$ cat src/core/ilb_pkg.sv
package ilb_pkg;
  // Register indices; byte address is four times the index
  localparam logic [7:0] IDX_COVER = 8'h52;
  localparam logic [7:0] IDX_WAKE_STS = 8'h53;
  localparam logic [7:0] IDX_WAKE_EN = 8'h54;
  localparam logic [7:0] IDX_PB_EN = 8'h55;
  localparam logic [7:0] IDX_IRQ_STS = 8'h56;
  localparam logic [7:0] IDX_IRQ_EN = 8'h57;
  localparam logic [7:0] IDX_PWR = 8'h58;
  // Bit positions
  localparam int B_TAMPER = 0;
  localparam int B_LIVE = 1;
  localparam int B_LOWBAT = 1;
  // Synchroniser slots
  localparam int S_COVER = 0;
  localparam int S_LOWBAT = 1;
  localparam int S_STBY = 2;
  localparam int S_MAIN = 3;
  localparam int S_BATPOR = 4;
  localparam int S_STBYPOR = 5;
  localparam int S_MAINPOR = 6;
  localparam int NSYNC = 7;
  localparam logic [NSYNC-1:0] SYNC_RST = 7'h01;

  typedef struct packed {
    logic lowbat;
    logic tamper;
  } ilb_grp_t;

  typedef struct packed {
    logic [NSYNC-1:0] s1;
    logic [NSYNC-1:0] s2;
    logic [NSYNC-1:0] prev;
    logic tamper;
    logic held;
    logic bat_pend;
    ilb_grp_t wake_sts;
    ilb_grp_t wake_en;
    ilb_grp_t irq_sts;
    ilb_grp_t irq_en;
    logic pb_en;
    logic wr;
    logic [7:0] widx;
    logic [31:0] rdata;
    logic wake;
    logic pb;
    logic irq;
  } ilb_state_t;

  localparam ilb_grp_t GRP_NONE = 2'h0;
  localparam ilb_grp_t GRP_LOWBAT = 2'h2;
  localparam ilb_state_t ILB_RST = '{
    s1: SYNC_RST, s2: SYNC_RST, prev: SYNC_RST,
    tamper: 1'b1, held: 1'b0, bat_pend: 1'b0,
    wake_sts: GRP_LOWBAT, wake_en: GRP_NONE,
    irq_sts: GRP_LOWBAT, irq_en: GRP_NONE,
    pb_en: 1'b1, wr: 1'b0, widx: 8'h00, rdata: 32'h0,
    wake: 1'b0, pb: 1'b0, irq: 1'b0};
endpackage : ilb_pkg

$ cat src/core/ilb_events.sv
`timescale 1ns/1ps
`default_nettype none
module ilb_events
  import ilb_pkg::*;
(
  // Clock, reset, enable
  input wire logic i_mclk,
  input wire logic i_rst_n,
  input wire logic i_ce,
  // AHB-Lite slave
  input wire logic i_hsel,
  input wire logic [31:0] i_haddr,
  input wire logic [1:0] i_htrans,
  input wire logic i_hwrite,
  input wire logic [2:0] i_hsize,
  input wire logic [31:0] i_hwdata,
  input wire logic i_hready,
  output logic [31:0] o_hrdata,
  output logic o_hreadyout,
  output logic o_hresp,
  // Pins and power wiring
  input wire logic i_chassis_cover_input_n,
  input wire logic i_battery_low_flag,
  input wire logic i_standby_power,
  input wire logic i_main_power,
  input wire logic i_battery_domain_reset,
  input wire logic i_standby_domain_reset,
  input wire logic i_main_domain_reset,
  // Other event sources
  input wire logic i_other_wake,
  input wire logic i_other_button,
  input wire logic i_other_irq,
  // Event outputs
  output logic o_wake_event_out,
  output logic o_power_button_out,
  output logic o_mgmt_irq
);

  ilb_state_t q;
  ilb_state_t n;
  logic [NSYNC-1:0] pins;
  logic [NSYNC-1:0] rise;
  logic cov_evt;
  logic stby_on;
  logic main_on;
  logic bat_apply;
  logic accept;
  logic [7:0] wd;

  function automatic logic [7:0] reg_index(input logic [31:0] a);
    reg_index = a[9:2];
  endfunction : reg_index

  function automatic logic [31:0] read_mux(input logic [7:0] i, input ilb_state_t s);
    read_mux = 32'h0;
    unique case (i)
      IDX_COVER: read_mux = {30'h0, !s.s2[S_COVER], s.tamper};
      IDX_WAKE_STS: read_mux = {30'h0, s.wake_sts};
      IDX_WAKE_EN: read_mux = {30'h0, s.wake_en};
      IDX_PB_EN: read_mux = {31'h0, s.pb_en};
      IDX_IRQ_STS: read_mux = {30'h0, s.irq_sts};
      IDX_IRQ_EN: read_mux = {30'h0, s.irq_en};
      IDX_PWR: read_mux = {29'h0, s.held, s.s2[S_MAIN], s.s2[S_STBY]};
      default: read_mux = 32'h0;
    endcase
  endfunction : read_mux

  assign pins = {i_main_domain_reset, i_standby_domain_reset, i_battery_domain_reset,
                 i_main_power, i_standby_power, i_battery_low_flag, i_chassis_cover_input_n};
  assign rise = q.s2 & ~q.prev;
  assign cov_evt = q.s2[S_COVER] ^ q.prev[S_COVER];
  assign stby_on = q.s2[S_STBY];
  assign main_on = q.s2[S_MAIN];
  // A battery reset seen with standby off waits for the standby reset
  assign bat_apply = (rise[S_BATPOR] && stby_on) || (rise[S_STBYPOR] && q.bat_pend);
  assign accept = i_hsel && i_hready && i_htrans[1];
  assign wd = i_hwdata[7:0];

  always_comb begin
    n = q;
    n.s1 = pins;
    n.s2 = q.s1;
    n.prev = q.s2;
    // Bus: address phase captured, write applied in the data phase
    n.wr = accept && i_hwrite;
    n.widx = reg_index(i_haddr);
    if (accept && !i_hwrite) begin
      n.rdata = read_mux(reg_index(i_haddr), q);
    end
    // Clears first, so that a same-cycle hardware set wins
    if (q.wr) begin
      unique case (q.widx)
        IDX_COVER: if (!wd[B_TAMPER]) n.tamper = 1'b0;
        IDX_WAKE_STS: n.wake_sts = q.wake_sts & ~ilb_grp_t'(wd[1:0]);
        IDX_IRQ_STS: n.irq_sts = q.irq_sts & ~ilb_grp_t'(wd[1:0]);
        IDX_WAKE_EN: n.wake_en = ilb_grp_t'(wd[1:0]);
        IDX_IRQ_EN: n.irq_en = ilb_grp_t'(wd[1:0]);
        IDX_PB_EN: n.pb_en = wd[B_TAMPER];
        default: n.wr = n.wr;
      endcase
    end
    if (cov_evt) begin
      n.tamper = 1'b1;
      // Shadows rise only from a clear flag; off standby the shadow copy at reset does it
      if (!q.tamper && stby_on) begin
        n.wake_sts.tamper = 1'b1;
        n.irq_sts.tamper = 1'b1;
      end
    end
    // Comparator level held until the main-domain reset posts it
    if (q.s2[S_LOWBAT] && !main_on) begin
      n.held = 1'b1;
    end
    if (rise[S_MAINPOR]) begin
      n.wake_sts.lowbat = q.wake_sts.lowbat | q.held;
      n.irq_sts.lowbat = q.irq_sts.lowbat | q.held;
      n.held = 1'b0;
    end
    if (rise[S_BATPOR] && !stby_on) begin
      n.bat_pend = 1'b1;
    end
    if (bat_apply) begin
      n.tamper = 1'b1;
      n.pb_en = 1'b1;
      n.wake_sts.lowbat = 1'b1;
      n.irq_sts.lowbat = 1'b1;
      n.bat_pend = 1'b0;
    end
    if (rise[S_STBYPOR]) begin
      n.wake_en = GRP_NONE;
      n.irq_en = GRP_NONE;
      n.wake_sts.tamper = n.tamper;
      n.irq_sts.tamper = n.tamper;
    end
    // Level requests: enable rising over a set status fires as well
    n.wake = i_other_wake || (stby_on && ((q.wake_sts.tamper && q.wake_en.tamper)
             || (main_on && q.wake_sts.lowbat && q.wake_en.lowbat)));
    n.pb = i_other_button || (stby_on && q.wake_sts.tamper && q.pb_en);
    // Interrupt held back until main power is up
    n.irq = i_other_irq || (main_on && |(q.irq_sts & q.irq_en));
  end

  always_ff @(posedge i_mclk) begin
    if (!i_rst_n) begin
      q <= ILB_RST;
    end else if (i_ce) begin
      q <= n;
    end
  end

  // Every access completes with zero wait states unless frozen
  assign o_hreadyout = i_ce;
  assign o_hresp = 1'b0;
  assign o_hrdata = q.rdata;
  assign o_wake_event_out = q.wake;
  assign o_power_button_out = q.pb;
  assign o_mgmt_irq = q.irq;
endmodule : ilb_events
`default_nettype wire

$ cat config.mk
export PLATFORM = sky130hd
export DESIGN_NAME = ilb_events
export DESIGN_NICKNAME = d
export VERILOG_FILES = /design/src/core/ilb_pkg.sv /design/src/core/ilb_events.sv
export SDC_FILE = /design/constraint.sdc
export NUM_CORES = 1
export LEC_CHECK = 0
export CORE_MARGIN = 8
export CORE_UTILIZATION = 55
export DETAILED_ROUTE_END_ITERATION = 6
export DONT_BUFFER_PORTS = 1
export MAX_ROUTING_LAYER = met4
export PLACE_DENSITY_LB_ADDON = 0.05
export SKIP_CTS_REPAIR_TIMING = 1
export SYNTH_ARGS = -nofsm -noshare
export SYNTH_HDL_FRONTEND = slang
export SYNTH_SLANG_ARGS = --single-unit
$ cat constraint.sdc
create_clock -name i_mclk -period 2 [get_ports i_mclk]
set_clock_uncertainty 0.2 [all_clocks]
set_input_delay 0.3 -clock i_mclk [delete_from_list [all_inputs] [get_ports i_mclk]]
set_output_delay 0.3 -clock i_mclk [all_outputs]
set_load 0.05 [all_outputs]
==> Yosys cells after proc, flatten, opt, wreduce, memory -nomap -nowiden <==
Cells that the tools add are included.
{ "word_totals": {"reg_bits": 77, "in_bits": 85, "output_inout_bits": 37, "wordCells": 114} }
{ "classes": {"n_eq_ne": 13, "mux": 26, "n_bitwise": 9, "reduce_logical": 45} }
{ "op_table": {"columns": ["operator", "n"], "rows": [
  ["8-bit by 7-bit equality test with 1-bit output (second input constant)", 13],
  ["3-bit case mux with 7 select lines", 1],
  ["1-bit two-way mux", 17],
  ["1-bit logical AND", 16],
  ["3-bit AND reduction", 5],
  ["2-bit nonzero test", 7],
  ["10-bit two-way mux", 1],
  ["2-bit two-way mux", 5],
  ["3-bit nonzero test", 3],
  ["7-bit bitwise AND", 1],
  ["7-bit NOT", 1],
  ["2-bit bitwise AND", 3],
  ["3-bit two-way mux", 2],
  ["2-bit AND reduction", 3],
  ["1-bit zero test", 5],
  ["1-bit logical OR", 5],
  ["2-bit NOT", 1],
  ["1-bit OR", 2],
  ["2-bit OR reduction", 1],
  ["1-bit bitwise XOR", 1]
]} }

==> Depth between registers and ports, before layout <==
Gate-level depths: netlist of run 1.
{ "logic_depth": {"word_depth": 7, "mapped_depth": 6} }

==> Worst setup path after synthesis of run 1 <==
OpenSTA, ideal clock, no wires.
{ "synth_path": {"kind": "in2reg", "startpoint": "in i_haddr[4]", "endpoint": "reg q (netlist bit o_hrdata[1])", "setup_time_ns": 0.121, "arrival_ns": 1.171, "required_time_ns": 1.679, "path_slack_ns": 0.508, "path_stages": 5, "path_buffers": 1, "cell_sequence": "buf_6 > mux2_4 > a21o_1 > a221oi_2 > o21ai_1"} }
{ "synth_between": {"elab_chain_cells": 2, "elab_cells_between_ends": 8, "classes_between": "eq/ne (7); mux (1)"} }
{ "synth_lines": {"columns": ["element", "line", "rtl"], "rows": [
  ["start, declared", "ilb_events.sv:12", "input wire logic [31:0] i_haddr,"],
  ["8-bit by 7-bit equality test with 1-bit output", "ilb_events.sv:56", "unique case (i)"],
  ["3-bit case mux with 7 select lines (*)", "ilb_events.sv:56", null],
  ["end signal, assigned", "ilb_events.sv:147", "q <= n;"],
  ["end, declared", "ilb_events.sv:39", "ilb_state_t q;"]
]} }
Every way passes the cells marked *; elsewhere a longest branch is shown, timed or not.
A chain may end at the register's enable or synchronous reset.

==> out/metrics.cfg, run 1 <==
[worst_setup_path]
critPathLaunchType = primary input
cp.required_ps = 2030
crit_path_start = i_rst_n
endpoint_kind = flip-flop
critical_path_arrival_ps = 1860
ff2ff_setup_slack_ps = 390
critPathSlowestCell = dlygate4sd3_1
critPathKind = primary input to flip-flop
reg2reg_depth = 4
cp_max_fo = 27
path_cells = dlygate4sd3_1 -> o41ai_2 -> a21oi_1
r2r-end = q[47]
r2r_start = q[43]
slowest_delay_ps = 1150
endpoint = q[47]

[clock_tree]
clk_path_buf_depth = 2
htree_levels = 2
clock_sinks = 45
cts_buffers = 5
clkSlewWorstSetupHoldPaths_ps = 90
worstSkewPairLatency_ps = 300
cts-root-buf = clkbuf_8
cts_tree = built

[routing]
drcViolationCount = 0
wl_per_cell_microns = 16.62
dr.pass1.iters = 4
drt_iter0_drc = 72
vias = 1756
wirelength_microns = 5384
viasPerCell = 5.420
ant_nets = 0

[synth]
synthArstFlopShare_pct = 0
synth_common_cells = 45 x dfxtp_1, 37 x buf_4, 34 x mux2i_1, 18 x nor2b_1, 16 x nor2_1
synth_area_leaders = dfxtp_1 37%, mux2i_1 14%, buf_4 11%, nor2b_1 4.6%, nor2_1 2.5%
yosys.area.top_type = dfxtp_1
synth_top_area_share_pct = 37.19
ys_types = 46
ys_warn_count = 0
yosysMostFrequentCell = dfxtp_1
synthMuxAreaShare_pct = 14.67
ys_ff_latch = 45
ys.flop_type = dfxtp_1
synth_fa_ha_area_share_pct = 0
synth-simple-area-share_pct = 21.18
synth_top_family_by_area = simple AND/OR/NAND/NOR gates
syn_area_per_cell_sq_um = 9.246
synth_enable_flop_cells = 0
synthesis.area_sq_um = 2422
seq_area_frac_synth_pct = 37.19
synth-xor-area-share_pct = 0.3616
synth_compound_area_share_pct = 11.88
synth_cells = 262

[floorplan]
core_sq_um = 4294
initial_core_util_pct = 56.41
ios = 122
fp.dieH_microns = 82.37
chipWidth_microns = 82.37
rows = 24
dieArea_sq_um = 6784

[timing]
fin_setup_tns_ps = 0
fin_ws_ps = 174.6
slew_violations = 0
min_period_ps = 1825
fmax_ghz = 0.5478
max_slew_margin_pct = 36.89
fin_crit_sh_pct = 91.27
finalHoldViolCount = 8
whs_ps = -30.84
grt_setup_unrepaired = no
worst_pin_slew_ps = 943.6
final-setup-viol-count = 0

[global_routing]
grt_usage_pct = 15.08
grt_pass1_vias = 1524
grt_pass1_wl_microns = 7645
overflow = 0
grt_max_degree = 55
antenna_found_initial = 0

[power_and_ir_drop]
peakVddDrop_mv = 0.4478
netSwitchingFraction_pct = 26.50
clock_power_share_pct = 39.6
cellLeakagePower_nw = 1.102
power_frac_seq_pct = 46.9
pwr_density_cell_nw_per_um2 = 786.3
combPwrFrac_pct = 13.5
p_int_mw = 1.510
p_sw_mw = 0.5447

[finish]
area_delta_synth_final_pct = 7.903
antennaDiodeCount = 0
layout.nets = 356
final_layout_size_suffix_gt1_share_pct = 6.250

[run_status]
violations = hold timing
status = finished, violations left

[place]
dp_slack_ps = 434.8
io_buffers = 0
dp_hpwl_microns = 3543
gp_congestion = 0.7915

[worst_hold_path]
hold_path.class = primary input to flip-flop

[job]
drv_cap = 0

==> power groups by stage <==
stage / logic (mW) / clock network, mW / registers, mW
finish: 0.278 / 0.813 / 0.965
global route: 0.296 / 0.866 / 0.970
CTS: 0.224 / 0.828 / 0.965
detailed placement: 0.223 / 0 / 0.986
global placement: 0.222 / 0 / 0.986
floorplan: 0.298 / 0 / 0.978
==> worst max-delay path: cells and delay by family <==
kind / cells / cell delay (ps)
buffers and inverters: 1 / 1150
AOI/OAI and AO/OA: 2 / 390
==> how the worst min path moves through the flow <==
stage	from	endpoint	slack [ps]	depth (start not counted)
CTS	i_rst_n	q[56]	-140	1
global placement	i_rst_n	q[56]	170	1
floorplan	i_chassis_cover_input_n	n[63]	230	2
finish	i_ce	q[55]	-30	2
global route	i_ce	n[64]	1	2
detailed placement	i_rst_n	q[56]	170	1
==> cell usage in the layout, fill, tap and decap left out, drive strengths merged, types with 3 or more instances in the layout <==
master | netlist | final
a21oi | 9 | 9
nand2 | 10 | 10
and3b | 3 | 3
nor2b | 18 | 18
and2 | 4 | 4
nand2b | 3 | 3
a31oi | 3 | 3
nand4 | 3 | 3
inv | 5 | 5
conb | 1 | 30
a211oi | 4 | 4
dfxtp | 45 | 45
dlygate4sd3 | 0 | 19
o21ai | 12 | 12
clkbuf | 4 | 5
mux2i | 34 | 34
nor2 | 16 | 16
nor4b | 3 | 3
nand3 | 9 | 9
and3 | 5 | 5
==> per-stage QoR <==
stage	instance area, sq um	instances	hold slack [ps]	utilization [%]	power (mW)
after floorplan	2531	291	228.4	-	1.276
after global placement	2270	296	171.5	52.86	1.208
after detailed placement	2270	296	174.2	52.86	1.209
after CTS	2404	304	-138.6	55.97	2.017
after global routing	2614	324	1.431	60.87	2.132
final	2614	324	-30.84	60.87	2.055
==> layout make-up <==
type	count	area [sq um]
fillers	409	1680
multi-input cells	193	1277
flip-flops and latches	45	900.9
repair buffers	21	217.7
clock buffers	5	68.82
clock inverters	3	65.06
well taps	52	65.06
inverters	5	18.77
==> cell families after synthesis <==
| family | count (synthesis) |
|---|---|
| other | 1 |
| AOI/OAI and AO/OA | 41 |
| buffers and inverters | 53 |
| muxes | 35 |
| xor gates and xnor gates | 1 |
| DFF | 45 |
| and+or+nand+nor | 86 |
==> routing by layer <==
layer  vias up  part of all wire [%]  wire length [microns]  track usage (%)
met5         -                     0                      0                -
met4         0                   1.1                     60            4.737
met3         6                   8.3                    449            4.545
met2        51                    46                   2479            22.16
met1       829                    44                   2395            19.31
li1        870                     -                      -                -
==> sequential cells by signal, indices dropped and copies added (netlist names) <==
register,cells
main_on,1
n,13
o_hrdata,3
o_mgmt_irq,1
o_power_button_out,1
o_wake_event_out,1
q,25
Power figures use the tool's default switching activity.
==> run 2: changes to the inputs <==
--- a/config.mk
+++ b/config.mk
@@ -10,7 +10,7 @@
 export DETAILED_ROUTE_END_ITERATION = 6
 export DONT_BUFFER_PORTS = 1
 export MAX_ROUTING_LAYER = met4
-export PLACE_DENSITY_LB_ADDON = 0.05
+export PLACE_DENSITY = 0.7
 export SKIP_CTS_REPAIR_TIMING = 1
 export SYNTH_ARGS = -nofsm -noshare
 export SYNTH_HDL_FRONTEND = slang
==> run 2 against run 1 <==
Against the previous run:
- the run still ends with hold timing left
- register-to-register slack got worse by 230 ps
- utilization decreased by 0.64 points
- clock power decreased by 13%
- largest power group unchanged
- critical endpoint is now q[53]
- non-clock buffer count decreased by 1
- sequential share of layout area increased by 0.37 points
- fmax decreased by 0.64%
- largest cell class unchanged
- count of clock-buffer cells in the layout increased by 2
==> out/metrics.cfg, run 2 (same netlist as run 1, synthesis figures left out) <==
[job]
drv_cap = 0  ; unchanged

[clock_tree]
cts_buffers = 5  ; unchanged
clkSlewWorstSetupHoldPaths_ps = 80  ; about the same
cts_tree = built
htree_levels = 2  ; unchanged
clock_sinks = 45  ; unchanged
clk_path_buf_depth = 2  ; unchanged
cts-root-buf = clkbuf_8
worstSkewPairLatency_ps = 300  ; about the same

[timing]
fmax_ghz = 0.5443  ; -0.64%
finalHoldViolCount = 12  ; +4
max_slew_margin_pct = 39.96  ; +3.1 points
grt_setup_unrepaired = no
fin_crit_sh_pct = 91.86  ; +0.58 points
whs_ps = -37.79  ; -6.955 ps
worst_pin_slew_ps = 897.7  ; -45.87 ps
final-setup-viol-count = 0  ; unchanged
min_period_ps = 1837  ; +11.69 ps
fin_setup_tns_ps = 0  ; unchanged
slew_violations = 0  ; unchanged

[global_routing]
grt_pass1_vias = 1579  ; +3.6%
grt_pass1_wl_microns = 7721  ; +0.99%
antenna_found_initial = 0  ; unchanged
grt_max_degree = 55  ; unchanged
overflow = 0  ; unchanged
grt_usage_pct = 15.36  ; +0.28 points

[finish]
largest_register_ffs = 25  ; unchanged
antennaDiodeCount = 0  ; unchanged
nFillCells = 401  ; -2.0%
final_cell_mix = 45 x dfxtp_1, 34 x mux2i_1, 30 x conb_1
final_layout_size_suffix_gt1_share_pct = 5.904  ; -0.35 points
layout.nets = 355  ; -0.28%
area_delta_synth_final_pct = 6.767
final_common_cell = dfxtp_1
top_register = q

[place]
io_buffers = 0  ; unchanged
dp_hpwl_microns = 3511  ; -0.92%
gp_congestion = 0.8242  ; +4.1%

[run_status]
violations = hold timing
status = finished, violations left

[floorplan]
ios = 122  ; unchanged
rows = 24  ; unchanged
chipWidth_microns = 82.37  ; unchanged
core_sq_um = 4294  ; unchanged
fp.dieH_microns = 82.37  ; unchanged
dieArea_sq_um = 6784  ; unchanged
initial_core_util_pct = 56.41  ; unchanged

[worst_setup_path]
slowest_delay_ps = 570  ; -580 ps
cp_top_family = buffers and inverters
cp_max_fo = 9  ; -67%
critPathSlowestCell = dlygate4sd3_1
critPathLaunchType = flip-flop
critPathKind = flip-flop to flip-flop
endpoint_kind = flip-flop
worst-path-buf-inv = 1  ; unchanged
cp.required_ps = 2050  ; +20 ps
critical_path_arrival_ps = 1890  ; +30 ps
path_cells = nor2b_1 -> a22o_4 -> a211oi_1 -> dlygate4sd3_1

[routing]
wirelength_microns = 5448  ; +1.2%
wl_met1_microns = 2488  ; +3.9%
top_layer = met4
met2_wirelength_microns = 2410  ; -2.8%
vias = 1748  ; -0.46%
dr.pass1.iters = 5  ; +1
drt_iter0_drc = 91  ; +26%
wl_per_cell_microns = 16.87  ; +1.5%
viasPerCell = 5.412  ; -0.15%
dr_wl_met3_microns = 460  ; +2.4%
ant_nets = 0  ; unchanged
drcViolationCount = 0  ; unchanged

[worst_hold_path]
hold_path.class = primary input to flip-flop

[power_and_ir_drop]
pwr_density_cell_nw_per_um2 = 754.2  ; -4.1%
peakVddDrop_mv = 0.3940  ; -12%
cellLeakagePower_nw = 1.093  ; -0.77%

-- run 2: cell count changes in the layout (fill, tap and decap cells not counted), sizes merged --
cell	delta
dlygate4sd3	-1
clkinv	-1
clkbuf	+2
bufinv	-1
-- run 2: final timing paths --
kind	depth (start not counted)	start	slack, ps	to
worst max-delay path	4	n[60]	160	q[53]
worst min register to register	2	n[67]	300	n[67]
worst min-delay path	2	i_ce	-40	q[61]
worst max register to register	4	n[60]	160	q[53]
-- run 2: final cells by class --
cell class	count	area [sq um]	share of cell area (%)
Clock buffer	7	86.33	3.338
Tap cell	52	65.06	2.516
Multi-Input combinational cell	193	1277	49.40
Clock inverter	1	30.03	1.161
Inverter	5	18.77	0.7257
Sequential cell	45	900.9	34.83
Timing Repair Buffer	20	207.7	8.031
-- run 2: per-stage QoR --
| stage | setup WS [ps] | total power [mW] | utilization (%) | instances | cell area [sq um] |
|---|---|---|---|---|---|
| 5_1_grt | 26.37 | 2.027 | 60.23 | 323 | 2586 |
| 3_3_place_gp | 462.0 | 1.206 | 52.86 | 296 | 2270 |
| 3_5_place_dp | 445.9 | 1.209 | 52.86 | 296 | 2270 |
| 4_1_cts | 417.7 | 1.916 | 55.57 | 304 | 2386 |
| 6_report | 162.9 | 1.951 | 60.23 | 323 | 2586 |
| 2_1_floorplan | 507.8 | 1.276 | - | 291 | 2531 |
-- run 2: metal layers --
| layer | up-vias | track usage, % |
|---|---|---|
| li1 | 873 | - |
| met1 | 806 | 19.13 |
| met2 | 62 | 22.87 |
| met3 | 7 | 3.571 |
| met4 | 0 | 7.368 |
| met5 | - | - |
-- run 2: where the power goes --
| group | total [mW] | switching, mW | internal [mW] |
|---|---|---|---|
| clock network | 0.710 | 0.302 | 0.407 |
| registers | 0.964 | 0.0378 | 0.927 |
| logic | 0.277 | 0.190 | 0.0864 |
==> run 3: changes to the inputs <==
--- a/config.mk
+++ b/config.mk
@@ -5,12 +5,14 @@
 export SDC_FILE = /design/constraint.sdc
 export NUM_CORES = 1
 export LEC_CHECK = 0
+export CELL_PAD_IN_SITES_DETAIL_PLACEMENT = 2
+export CELL_PAD_IN_SITES_GLOBAL_PLACEMENT = 2
 export CORE_MARGIN = 8
-export CORE_UTILIZATION = 55
+export CORE_UTILIZATION = 35
 export DETAILED_ROUTE_END_ITERATION = 6
 export DONT_BUFFER_PORTS = 1
 export MAX_ROUTING_LAYER = met4
-export PLACE_DENSITY = 0.7
+export PLACE_DENSITY_LB_ADDON = 0.1
 export SKIP_CTS_REPAIR_TIMING = 1
 export SYNTH_ARGS = -nofsm -noshare
 export SYNTH_HDL_FRONTEND = slang
==> run 3 against run 2 <==
Against the previous run:
- the run still ends with hold timing left
- fmax is 0.47% lower
- setup slack lost 8.8 ps
- utilization fell by 20 points
- via count is 5.2% higher
- cell area is 4.8% higher
- highest routed layer unchanged
==> out/metrics.cfg, run 3 (same netlist as run 1, synthesis figures left out) <==
[finish]
fin_cells = 358  ; +11%
finalInstanceArea_sq_um = 2710  ; +4.8%
top_register = q
area_delta_synth_final_pct = 11.88
final_layout_size_suffix_gt1_share_pct = 6.475  ; +0.57 points
largest_register_ffs = 25  ; unchanged
antennaDiodeCount = 0  ; unchanged
final_cell_mix = 45 x dfxtp_1, 34 x mux2i_1, 30 x conb_1
final_common_cell = dfxtp_1
layout.nets = 362  ; +2.0%

[worst_hold_path]
hold_path.class = primary input to flip-flop

[timing]
fin_setup_tns_ps = 0  ; unchanged
whs_ps = -29.39  ; +8.400 ps
final-setup-viol-count = 0  ; unchanged
fin_crit_sh_pct = 92.29  ; +0.44 points
finalHoldViolCount = 9  ; -3
slew_violations = 0  ; unchanged
min_period_ps = 1846  ; +8.766 ps
worst_pin_slew_ps = 922.2  ; +24.53 ps
grt_setup_unrepaired = no
max_slew_margin_pct = 38.31  ; -1.6 points
fmax_ghz = 0.5417  ; -0.47%

[clock_tree]
htree_levels = 2  ; unchanged
clock_sinks = 45  ; unchanged
cts_tree = built
clkSlewWorstSetupHoldPaths_ps = 90  ; about the same
cts_buffers = 5  ; unchanged
clk_path_buf_depth = 2  ; unchanged
cts-root-buf = clkbuf_8
worstSkewPairLatency_ps = 300  ; about the same

[routing]
vias = 1839  ; +5.2%
drt_iter0_drc = 45  ; -51%
wirelength_microns = 6800  ; +25%
drcViolationCount = 0  ; unchanged
dr.pass1.iters = 4  ; -1
viasPerCell = 5.137  ; -5.1%
ant_nets = 0  ; unchanged
wl_per_cell_microns = 18.99  ; +13%

[worst_setup_path]
cp_max_fo = 27  ; +18
critical_path_arrival_ps = 1880  ; about the same
endpoint_kind = flip-flop
critPathKind = primary input to flip-flop
critPathLaunchType = primary input
cp.required_ps = 2040  ; about the same
ff2ff_setup_slack_ps = 370  ; +210 ps

[power_and_ir_drop]
pwr_density_cell_nw_per_um2 = 774.9  ; +2.7%
peakVddDrop_mv = 0.3566  ; -9.5%
p_total_mw = 2.100  ; +7.7%
cellLeakagePower_nw = 1.129  ; +3.2%

[place]
dp_cells = 325  ; +9.8%
placed_cell_area_sq_um = 2312  ; +1.9%
gp_congestion = 0.7484  ; -9.2%
io_buffers = 0  ; unchanged
dp_hpwl_microns = 4473  ; +27%

[floorplan]
dieArea_sq_um = 9839  ; +45%
core_sq_um = 6756  ; +57%
ios = 122  ; unchanged
fp.dieH_microns = 99.19  ; +20%
chipWidth_microns = 99.19  ; +20%
initial_core_util_pct = 35.85  ; -21 points
rows = 30  ; +25%

[run_status]
violations = hold timing
status = finished, violations left

[global_routing]
grt_usage_pct = 13.03  ; -2.3 points
antenna_found_initial = 0  ; unchanged
grt_use_met2_pct = 21.36  ; -1.5 points
grt_busiest_layer = met2
overflow = 0  ; unchanged
use_met1_pct = 15.22  ; -3.9 points
grt_use_met3_pct = 3.631  ; +0.060 points
grt_max_degree = 55  ; unchanged
grt_pass1_wl_microns = 9901  ; +28%
grt_pass1_vias = 1828  ; +16%

[job]
drv_cap = 0  ; unchanged

==> run 3: cell types whose count changed in the layout (fill, tap and decap cells not counted), sizes merged <==
cell,change
buf,+1
dlygate4sd3,+6
inv,+1
clkbuf,-2
bufinv,+1
==> run 3: layout make-up <==
| class | instances | area [sq um] |
|---|---|---|
| clock inverters | 3 | 68.82 |
| clock buffers | 5 | 68.82 |
| inverters | 5 | 18.77 |
| fillers | 753 | 4046 |
| multi-input cells | 193 | 1277 |
| repair buffers | 27 | 275.3 |
| flip-flops and latches | 45 | 900.9 |
| well taps | 80 | 100.1 |
==> run 3: where the power goes <==
part,switching [mW],total (mW),internal (mW)
clock network,0.340,0.843,0.503
logic,0.197,0.292,0.0943
registers,0.0382,0.965,0.927
==> run 3: final timing paths <==
check / start / end / cells past startpoint
hold reg to reg: n[69] / n[69] / 2
hold / removal: i_ce / q[35] / 2
setup reg to reg: n[61] / q[51] / 4
setup / recovery: i_rst_n / o_mgmt_irq / 3
==> run 3: metal layers <==
layer	vias up	share of wire [%]	wire length (microns)
li1	887	-	-
met1	910	44	3024
met5	-	0	0
met2	35	50	3390
met3	7	4.6	313
met4	0	1.1	72
==> run 3: per-stage QoR <==
step | hold WS [ps] | util [%] | setup WS, ps
6_report | -29.39 | 40.11 | 154.1
2_1_floorplan | 228.4 | - | 507.8
3_5_place_dp | 176.0 | 34.22 | 390.0
5_1_grt | -7.001 | 40.11 | 49.00
4_1_cts | -152.4 | 36.26 | 366.2
3_3_place_gp | 171.1 | 34.22 | 411.2
==> run 3: worst max-delay path: stages <==
cell and delay [ps]:
dlygate4sd3_1 1150, o21ai_0 240, a21oi_1 190
